File: src/aps_buf.sv
// Shared definitions for the attachment-unit signaling block and its two-entry buffer.
`timescale 1ns/100ps
package aps_pkg;
    // ---------------------------------------------------------------
    // Line symbols and unit codes.
    // ---------------------------------------------------------------
    typedef enum logic [1:0] {SYM_IDLE, SYM_ZERO, SYM_ONE} aps_sym_e;
    typedef enum logic [1:0] {UNIT_ZERO, UNIT_ONE, UNIT_DONE} aps_unit_e;
    typedef enum logic [1:0] {RESP_SIMPLE, RESP_ISOLATE, RESP_COND, RESP_INCOMPAT} aps_resp_e;
    typedef struct packed {
        aps_sym_e data;
        aps_sym_e ctrl;
    } aps_line_s;
    // ---------------------------------------------------------------
    // Timing and capability constants.
    // ---------------------------------------------------------------
    localparam int         CLK_PERIOD_PS = 8000;
    localparam int         BIT_TIME_PS   = 100000;
    localparam logic [7:0] BIT_CYCLES    = 8'((BIT_TIME_PS + CLK_PERIOD_PS - 1) / CLK_PERIOD_PS);
    localparam int         SETTLE_BITS   = 16;
    localparam int         PROBE_BITS    = 32;
    localparam logic [11:0] SETTLE_CYCLES = 12'(SETTLE_BITS * int'(BIT_CYCLES));
    localparam logic [11:0] PROBE_CYCLES  = 12'(PROBE_BITS * int'(BIT_CYCLES));
    localparam logic       DTE_ISOLATE   = 1'b1;
    localparam logic       DTE_COND      = 1'b1;
    localparam int         UNIT_W        = 2;
    localparam int         SYNC_W        = 5;
endpackage

// Two-entry buffer in the output data path.
module aps_buf #(
    parameter int W = 2
) (
    input  wire logic         clk_in,
    input  wire logic         reset_n_in,
    input  wire logic         clr_in,
    input  wire logic         in_valid_in,
    output logic              in_ready_out,
    input  wire logic [W-1:0] in_data_in,
    output logic              out_valid_out,
    input  wire logic         out_ready_in,
    output logic [W-1:0]      out_data_out
);
    logic [W-1:0] mem_q [2];
    logic [W-1:0] mem_d [2];
    logic         wr_q, wr_d, rd_q, rd_d;
    logic [1:0]   cnt_q, cnt_d;
    logic         push, pop;

    assign in_ready_out  = (cnt_q != 2'h2);
    assign out_valid_out = (cnt_q != 2'h0);
    assign out_data_out  = mem_q[rd_q];
    assign push          = in_valid_in && in_ready_out;
    assign pop           = out_valid_out && out_ready_in;

    always_comb begin
        mem_d = mem_q;
        wr_d  = wr_q;
        rd_d  = rd_q;
        cnt_d = cnt_q;
        if (push) begin
            mem_d[wr_q] = in_data_in;
            wr_d        = ~wr_q;
        end
        if (pop) begin
            rd_d = ~rd_q;
        end
        cnt_d = cnt_q + {1'b0, push} - {1'b0, pop};
        if (clr_in) begin
            wr_d  = 1'b0;
            rd_d  = 1'b0;
            cnt_d = 2'h0;
        end
    end

    always_ff @(posedge clk_in or negedge reset_n_in) begin
        if (!reset_n_in) begin
            mem_q[0] <= '0;
            mem_q[1] <= '0;
            wr_q     <= 1'b0;
            rd_q     <= 1'b0;
            cnt_q    <= 2'h0;
        end else begin
            mem_q <= mem_d;
            wr_q  <= wr_d;
            rd_q  <= rd_d;
            cnt_q <= cnt_d;
        end
    end
endmodule

File: src/aps_top.sv
// Terminal-side physical signaling logic for the attachment unit interface.
//
// Notes on behaviour
// - Data-in content is ignored while signal quality error is shown.
// - ONE maps to one-symbol, ZERO to zero-symbol, done to idle on data-out.
// - Each output unit gets exactly one status, next or abort.
// - Each bit received while no signal quality error is shown yields one input unit with the same value.
// - Carrier turns on with bit or error, off with idle and no error.
// - Signal error reported on error onset, cleared when it vanishes.
// - A management reset request clears the buffer, transmitter, carrier and error state and restarts identify.
// - A reset response follows every completed reset and identify sequence.
// - The response reports simple, isolate or conditioned operation.
// - The response reports incompatible when conditioning is needed but unsupported.
// - Each output bit lasts a full bit time before the next starts.
// - A request on control-out stays until the MAC sends done.
`timescale 1ns/100ps
module aps_top
    import aps_pkg::*;
(
    input  wire logic               CLK_IN,
    input  wire logic               RESET_N_IN,
    input  wire logic               RESET_REQ_IN,
    input  wire aps_sym_e           DATA_IN_SYM_IN,
    input  wire logic               DATA_IN_TGL_IN,
    input  wire aps_sym_e           CTRL_IN_SYM_IN,
    output aps_pkg::aps_line_s      LINE_OUT,
    input  wire logic               OUT_VALID_IN,
    input  wire aps_pkg::aps_unit_e OUT_UNIT_IN,
    output logic                    OUT_READY_OUT,
    output logic                    OUT_STATUS_VALID_OUT,
    output logic                    OUT_STATUS_ABORT_OUT,
    output logic                    IN_VALID_OUT,
    output logic                    IN_BIT_OUT,
    output logic                    CARRIER_ON_OUT,
    output logic                    CARRIER_CHG_OUT,
    output logic                    SIGNAL_ERR_OUT,
    output logic                    SIGNAL_CHG_OUT,
    output logic                    RESP_VALID_OUT,
    output aps_pkg::aps_resp_e      RESP_CODE_OUT
);
    import aps_pkg::*;

    typedef enum logic [1:0] {ST_SETTLE, ST_PROBE, ST_REQ, ST_OPER} aps_id_e;
    typedef enum logic [1:0] {TX_IDLE, TX_REQ, TX_BIT} aps_tx_e;

    logic srst;
    assign srst = RESET_REQ_IN;

    // ---------------------------------------------------------------
    // Pin synchronisers: a change counts once stages two and three agree.
    // ---------------------------------------------------------------
    logic [SYNC_W-1:0] s1_q, s2_q, s3_q, acc_q, acc_d, pin_raw;
    assign pin_raw = {DATA_IN_TGL_IN, DATA_IN_SYM_IN, CTRL_IN_SYM_IN};

    always_comb begin
        acc_d = acc_q;
        for (int i = 0; i < SYNC_W; i++) begin
            if (s2_q[i] == s3_q[i]) begin
                acc_d[i] = s3_q[i];
            end
        end
    end

    always_ff @(posedge CLK_IN or negedge RESET_N_IN) begin
        if (!RESET_N_IN) begin
            s1_q  <= '0;
            s2_q  <= '0;
            s3_q  <= '0;
            acc_q <= '0;
        end else begin
            s1_q  <= pin_raw;
            s2_q  <= s1_q;
            s3_q  <= s2_q;
            acc_q <= acc_d;
        end
    end

    aps_sym_e di_sym, ci_sym;
    logic     tgl_seen_q, bit_ev, sqe, di_idle;
    assign di_sym  = aps_sym_e'(acc_q[3:2]);
    assign ci_sym  = aps_sym_e'(acc_q[1:0]);
    assign bit_ev  = (acc_q[4] != tgl_seen_q) && (di_sym != SYM_IDLE);
    assign sqe     = (ci_sym == SYM_ZERO);
    assign di_idle = (di_sym == SYM_IDLE);

    // ---------------------------------------------------------------
    // Input, carrier and signal status.
    // ---------------------------------------------------------------
    logic tgl_seen_d, in_valid_q, in_valid_d, in_bit_q, in_bit_d;
    logic car_q, car_d, car_chg_q, car_chg_d, err_q, err_d, err_chg_q, err_chg_d;

    always_comb begin
        tgl_seen_d = acc_q[4];
        in_valid_d = bit_ev && !sqe;
        in_bit_d   = (di_sym == SYM_ONE);
        car_d      = car_q;
        err_d      = err_q;
        if (!car_q && (bit_ev || sqe)) begin
            car_d = 1'b1;
        end else if (car_q && di_idle && !sqe) begin
            car_d = 1'b0;
        end
        if (sqe != err_q) begin
            err_d = sqe;
        end
        car_chg_d = (car_d != car_q);
        err_chg_d = (err_d != err_q);
        if (srst) begin
            in_valid_d = 1'b0;
            car_d      = 1'b0;
            err_d      = 1'b0;
            car_chg_d  = 1'b0;
            err_chg_d  = 1'b0;
        end
    end

    always_ff @(posedge CLK_IN or negedge RESET_N_IN) begin
        if (!RESET_N_IN) begin
            tgl_seen_q <= 1'b0;
            in_valid_q <= 1'b0;
            in_bit_q   <= 1'b0;
            car_q      <= 1'b0;
            car_chg_q  <= 1'b0;
            err_q      <= 1'b0;
            err_chg_q  <= 1'b0;
        end else begin
            tgl_seen_q <= tgl_seen_d;
            in_valid_q <= in_valid_d;
            in_bit_q   <= in_bit_d;
            car_q      <= car_d;
            car_chg_q  <= car_chg_d;
            err_q      <= err_d;
            err_chg_q  <= err_chg_d;
        end
    end

    // ---------------------------------------------------------------
    // Reset and identify sequence.
    // ---------------------------------------------------------------
    aps_id_e   id_q, id_d;
    logic [11:0] idc_q, idc_d;
    logic      cond_q, cond_d, resp_v_q, resp_v_d, probe_seen_q, probe_seen_d;
    aps_resp_e resp_q, resp_d;
    logic      op;
    assign op = (id_q == ST_OPER) && (resp_q != RESP_INCOMPAT);

    always_comb begin
        id_d         = id_q;
        idc_d        = idc_q - 12'h1;
        cond_d       = cond_q;
        resp_d       = resp_q;
        resp_v_d     = 1'b0;
        probe_seen_d = probe_seen_q;
        unique case (id_q)
            ST_SETTLE: begin
                if (idc_q == 12'h0) begin
                    idc_d        = PROBE_CYCLES;
                    probe_seen_d = 1'b0;
                    if (ci_sym == SYM_ONE && DTE_ISOLATE) begin
                        id_d = ST_REQ;
                    end else begin
                        id_d     = ST_OPER;
                        resp_d   = RESP_SIMPLE;
                        resp_v_d = 1'b1;
                    end
                end
            end
            ST_REQ: begin
                if (ci_sym == SYM_IDLE) begin
                    probe_seen_d = 1'b1;
                end
                if (idc_q == 12'h0) begin
                    id_d  = ST_PROBE;
                    idc_d = PROBE_CYCLES;
                end
            end
            ST_PROBE: begin
                if (idc_q == 12'h0) begin
                    id_d     = ST_OPER;
                    resp_v_d = 1'b1;
                    if (!probe_seen_q) begin
                        resp_d = RESP_ISOLATE;
                    end else if (DTE_COND) begin
                        resp_d = RESP_COND;
                        cond_d = 1'b1;
                    end else begin
                        resp_d = RESP_INCOMPAT;
                    end
                end
            end
            ST_OPER: begin
                idc_d = idc_q;
            end
        endcase
        if (srst) begin
            id_d   = ST_SETTLE;
            idc_d  = SETTLE_CYCLES;
            cond_d   = 1'b0;
            resp_d   = RESP_SIMPLE;
            resp_v_d = 1'b0;
        end
    end

    always_ff @(posedge CLK_IN or negedge RESET_N_IN) begin
        if (!RESET_N_IN) begin
            id_q         <= ST_SETTLE;
            idc_q        <= SETTLE_CYCLES;
            cond_q       <= 1'b0;
            resp_q       <= RESP_SIMPLE;
            resp_v_q     <= 1'b0;
            probe_seen_q <= 1'b0;
        end else begin
            id_q         <= id_d;
            idc_q        <= idc_d;
            cond_q       <= cond_d;
            resp_q       <= resp_d;
            resp_v_q     <= resp_v_d;
            probe_seen_q <= probe_seen_d;
        end
    end

    // ---------------------------------------------------------------
    // Output path: buffer, status and bit-cell transmitter.
    // ---------------------------------------------------------------
    logic      buf_in_ready, buf_valid, pop, in_fire;
    aps_unit_e buf_unit;
    logic [UNIT_W-1:0] buf_data;
    assign buf_unit      = aps_unit_e'(buf_data);
    assign OUT_READY_OUT = op ? buf_in_ready : 1'b1;
    assign in_fire       = OUT_VALID_IN && OUT_READY_OUT;

    aps_buf #(.W(UNIT_W)) u_buf (
        .clk_in        (CLK_IN),
        .reset_n_in    (RESET_N_IN),
        .clr_in        (srst),
        .in_valid_in   (OUT_VALID_IN && op),
        .in_ready_out  (buf_in_ready),
        .in_data_in    (OUT_UNIT_IN),
        .out_valid_out (buf_valid),
        .out_ready_in  (pop),
        .out_data_out  (buf_data)
    );

    aps_tx_e   tx_q, tx_d;
    logic [7:0] bc_q, bc_d;
    aps_sym_e  do_q, do_d;
    logic      req_q, req_d, st_v_q, st_v_d, st_ab_q, st_ab_d, can_send, at_edge;
    assign can_send = !(cond_q && ci_sym == SYM_ONE);
    assign at_edge  = (tx_q != TX_BIT) || (bc_q == 8'h0);

    always_comb begin
        tx_d    = tx_q;
        bc_d    = bc_q - 8'h1;
        do_d    = do_q;
        req_d   = req_q;
        pop     = 1'b0;
        st_v_d  = in_fire;
        st_ab_d = !op;
        if (at_edge) begin
            bc_d = 8'h0;
            tx_d = TX_IDLE;
            if (tx_q == TX_BIT) begin
                do_d = SYM_IDLE;
            end
            if (buf_valid) begin
                if (buf_unit == UNIT_DONE) begin
                    pop   = 1'b1;
                    do_d  = SYM_IDLE;
                    req_d = 1'b0;
                end else if (!can_send) begin
                    tx_d  = TX_REQ;
                    req_d = 1'b1;
                    do_d  = SYM_IDLE;
                end else begin
                    pop  = 1'b1;
                    tx_d = TX_BIT;
                    bc_d = BIT_CYCLES - 8'h1;
                    do_d = (buf_unit == UNIT_ONE) ? SYM_ONE : SYM_ZERO;
                end
            end
        end
        if (srst) begin
            tx_d   = TX_IDLE;
            bc_d   = 8'h0;
            do_d   = SYM_IDLE;
            req_d  = 1'b0;
            st_v_d = 1'b0;
        end
    end

    always_ff @(posedge CLK_IN or negedge RESET_N_IN) begin
        if (!RESET_N_IN) begin
            tx_q    <= TX_IDLE;
            bc_q    <= 8'h0;
            do_q    <= SYM_IDLE;
            req_q   <= 1'b0;
            st_v_q  <= 1'b0;
            st_ab_q <= 1'b0;
        end else begin
            tx_q    <= tx_d;
            bc_q    <= bc_d;
            do_q    <= do_d;
            req_q   <= req_d;
            st_v_q  <= st_v_d;
            st_ab_q <= st_ab_d;
        end
    end

    // ---------------------------------------------------------------
    // Outputs.
    // ---------------------------------------------------------------
    assign LINE_OUT.data        = do_q;
    assign LINE_OUT.ctrl        = (req_q || id_q == ST_REQ) ? SYM_ONE : SYM_IDLE;
    assign OUT_STATUS_VALID_OUT = st_v_q;
    assign OUT_STATUS_ABORT_OUT = st_ab_q;
    assign IN_VALID_OUT         = in_valid_q;
    assign IN_BIT_OUT           = in_bit_q;
    assign CARRIER_ON_OUT       = car_q;
    assign CARRIER_CHG_OUT      = car_chg_q;
    assign SIGNAL_ERR_OUT       = err_q;
    assign SIGNAL_CHG_OUT       = err_chg_q;
    assign RESP_VALID_OUT       = resp_v_q;
    assign RESP_CODE_OUT        = resp_q;
endmodule

File: config.mk
export PLATFORM = sky130hd
export DESIGN_NAME = aps_top
export DESIGN_NICKNAME = d
export VERILOG_FILES = /design/src/aps_buf.sv /design/src/aps_top.sv
export SDC_FILE = /design/constraint.sdc
export NUM_CORES = 1
export LEC_CHECK = 0
export BUFFER_PORTS_ARGS = -buffer_cell sky130_fd_sc_hd__buf_4
export CAP_MARGIN = 20
export CORE_UTILIZATION = 50
export CTS_CLUSTER_SIZE = 10
export DETAILED_ROUTE_END_ITERATION = 8
export HOLD_SLACK_MARGIN = 0.05
export MAX_ROUTING_LAYER = met4
export PLACE_DENSITY = 0.71
export SYNTH_ARGS = -nofsm -noshare
export SYNTH_HDL_FRONTEND = slang
export SYNTH_SLANG_ARGS = --single-unit
File: constraint.sdc
create_clock -name CLK_IN -period 6.62 [get_ports CLK_IN]
set_input_delay 0.662 -clock CLK_IN [delete_from_list [all_inputs] [get_ports CLK_IN]]
set_output_delay 0.662 -clock CLK_IN [all_outputs]
set_load 0.02 [all_outputs]
==> results_dict.tcl <==
set metrics [dict create \
    status "completed" \
    finalHoldViolCount 0 \
    peakVddDrop_uv 235 \
    drtAntennaViolNets 0 \
    die_y_um 80.8 \
    die_area_mm2 0.00653 \
    critPathRequiredTime_ns 5.96 \
    ctsLongestPathBuffers 2 \
    finalCriticalPeriod_ns 2.37 \
    max-slew-margin-rel 0.434 \
    h-tree-depth 3 \
    min_path_type "reg2reg" \
    worst-setup-path-type "reg2out" \
    insertion_delay_ns 0.34 \
    fin_crit_sh 0.358 \
    grt_pass1_wl_um 9370 \
    final_common_cell "dfrtp_1" \
    initial_core_util 0.521 \
    worstPathArrival_ns 1.71 \
    n_antenna_cell 0 \
    r2r_end "u_buf.cnt_q[1]" \
    slowest_delay_ns 0.54 \
    cp-startpoint "id_q[0]" \
    path_clk_slew_ns 0.07 \
    antenna_found_initial 0 \
    synth_area_leaders "dfrtp_1 (53%), ha_1 (4.0%), nor2_1 (3.6%)" \
    synthArstFlopShare 1.00 \
    synth_edf_count 0 \
    rows 28 \
    overflow 0 \
    worst_slew_pin_slew_ns 0.848 \
    post_route_cells_drive_above_1_share 0.218 \
    first_pass_iters 4 \
    dp_hpwl_um 3580 \
    first_iter_violations 73 \
    rrSetupSlack_ns 4.38 \
    power_density_mw_per_mm2 322 \
    wl_per_cell_um 14.2 \
    grt_max_degree 70 \
    post_cts_buffers 0 \
    vias 2066 \
    ioPinCount 27 \
    numCtsBuffers 9 \
    syn_inst 274 \
    layout_setup_ws_ns 4.25 \
    syn_area_mm2 0.00310 \
    syn_to_final_growth_pct 14.9 \
    totalWireLength_um 5440 \
    holdCritStartpoint "s1_q[1]" \
    end_kind "primary output" \
    io_buffers 25 \
    core_area_mm2 0.00596 \
    r2r_cells 9 \
    synth_fp_nets 295 \
    cts_tree "done" \
    ys_seq_area_frac 0.557 \
    cts_root_buf "clkbuf_8" \
    worstPathMaxFanout 17 \
    endpoint "OUT_READY_OUT" \
    grt_pass1_vias 2081 \
    cts-hold-fix-buffers 0 \
    dp_worst_setup_slack_ns 4.40 \
    slowest_stage "ha_1" \
    synth_seq_cells 69 \
    tns_ns 0 \
    routabilityCongestion 0.847 \
    synth_cell_types 62 \
    cts_resized 0 \
    maxCapViolations 0 \
    yosys_warnings 0 \
    fmax_mhz 422 \
    via_per_inst 5.41 \
    clkSinkCount 69 \
    skew_ns 0.00882 \
    r2r-start "bc_q[2]" \
    syn_area_per_cell_um2 11.3 \
    final_cell_mix "dfrtp_1 (66), nor2_1 (30), buf_4 (25)" \
    post-route-drc-count 0 \
    setup_viol 0 \
    rsz0062_at_grt "false" \
    fp.dieW_um 80.8 \
    synth_top_area_share 0.532 \
    grtUsageTotal 0.201 \
    cp_cell_sequence "ha_1, nand4_1, buf_4" \
    p_leak_uw 0.00162 \
    drv_slew 0 \
    nNetsFinal 323 \
    yosys.area.top_type "dfrtp_1" \
    ys.flop_type "dfrtp_1" \
    n_fill_cell 503 \
    startpoint_type "register" \
]
==> power by group <==
part	internal [uW]	switching (uW)
registers	466	42.0
clock network	226	167
logic	117	132
==> logic make-up (layout without fill, tap and decap cells) <==
group / Yosys count / after routing / share of synthesized area
compound gates: 45 / 45 / 0.103
xor+xnor: 13 / 13 / 0.0367
fa+ha+maj: 15 / 15 / 0.0564
buf+inv: 24 / 57 / 0.0363
flops: 69 / 69 / 0.557
mux: 9 / 9 / 0.0314
other cells: 1 / 1 / 0.00121
simple gates: 98 / 98 / 0.177
==> area by class of cell <==
class	instances	area, um^2	share of cell area
Clock buffer	10	138	0.0386
Timing Repair Buffer	25	188	0.0526
Clock inverter	6	95.1	0.0267
Tap cell	75	93.8	0.0263
Inverter	16	60.1	0.0168
Multi-Input combinational cell	181	1260	0.354
Sequential cell	69	1730	0.485
==> sequential cells by signal (all words and copies together) (netlist names), 4 cells and up <==
| register | cells |
|---|---|
| s2_q | 5 |
| acc_q | 5 |
| s1_q | 5 |
| bc_q | 8 |
| s3_q | 5 |
| u_buf.mem_q | 4 |
| idc_q | 12 |
==> critical path: cells and delay by family, from the launching register on <==
kind | cells | cell delay, ns
buffers and inverters | 1 | 0.21
AND/OR/NAND/NOR | 1 | 0.22
flip-flops | 1 | 0.41
adder cells (fa/ha/maj) | 1 | 0.54
==> synth_stat cells, types with 2 or more instances <==
cell       number
dfrtp_1        66
nor2_1         30
a21oi_1        20
inv_1          16
nand2_1        14
ha_1           10
nor2b_1         8
xnor2_1         7
mux2_2          6
xor2_1          6
maj3_1          5
nand2b_1        5
nand3_1         5
nor3_1          5
o21ai_0         5
or3_1           5
and2_1          3
clkbuf_1        3
dfstp_2         3
mux2i_1         3
nor3b_1         3
a211oi_2        2
and2_4          2
nor4_1          2
o2bb2ai_1       2
or2_2           2
==> metal layers <==
metal,GRT usage,part of all wire,vias to the layer above
met3,0.0674,0.035,11
met4,0.0857,0.019,0
met1,0.248,0.48,1019
li1,-,-,1000
met2,0.303,0.47,36
met5,-,0,-
==> worst min-delay path by stage <==
stage                     endpoint  slack, ns  depth (start not counted)
after floorplan            s2_q[0]       0.33                          0
after global placement     s2_q[1]       0.33                          0
after detailed placement   s2_q[1]       0.33                          0
after CTS                  s2_q[1]       0.35                          0
after global routing       s2_q[1]       0.36                          0
final                      s2_q[1]       0.35                          0
==> stage by stage <==
step | instances | instance area [um^2] | hold slack [ns] | utilization | power [uW]
3_3_place_gp | 366 | 3330 | 0.333 | 0.560 | 756
2_1_floorplan | 274 | 3100 | 0.331 | - | 701
6_report | 382 | 3570 | 0.350 | 0.599 | 1150
3_5_place_dp | 366 | 3330 | 0.335 | 0.560 | 762
4_1_cts | 382 | 3570 | 0.352 | 0.599 | 1160
5_1_grt | 382 | 3570 | 0.358 | 0.599 | 1220
Power figures use the tool's default switching activity.
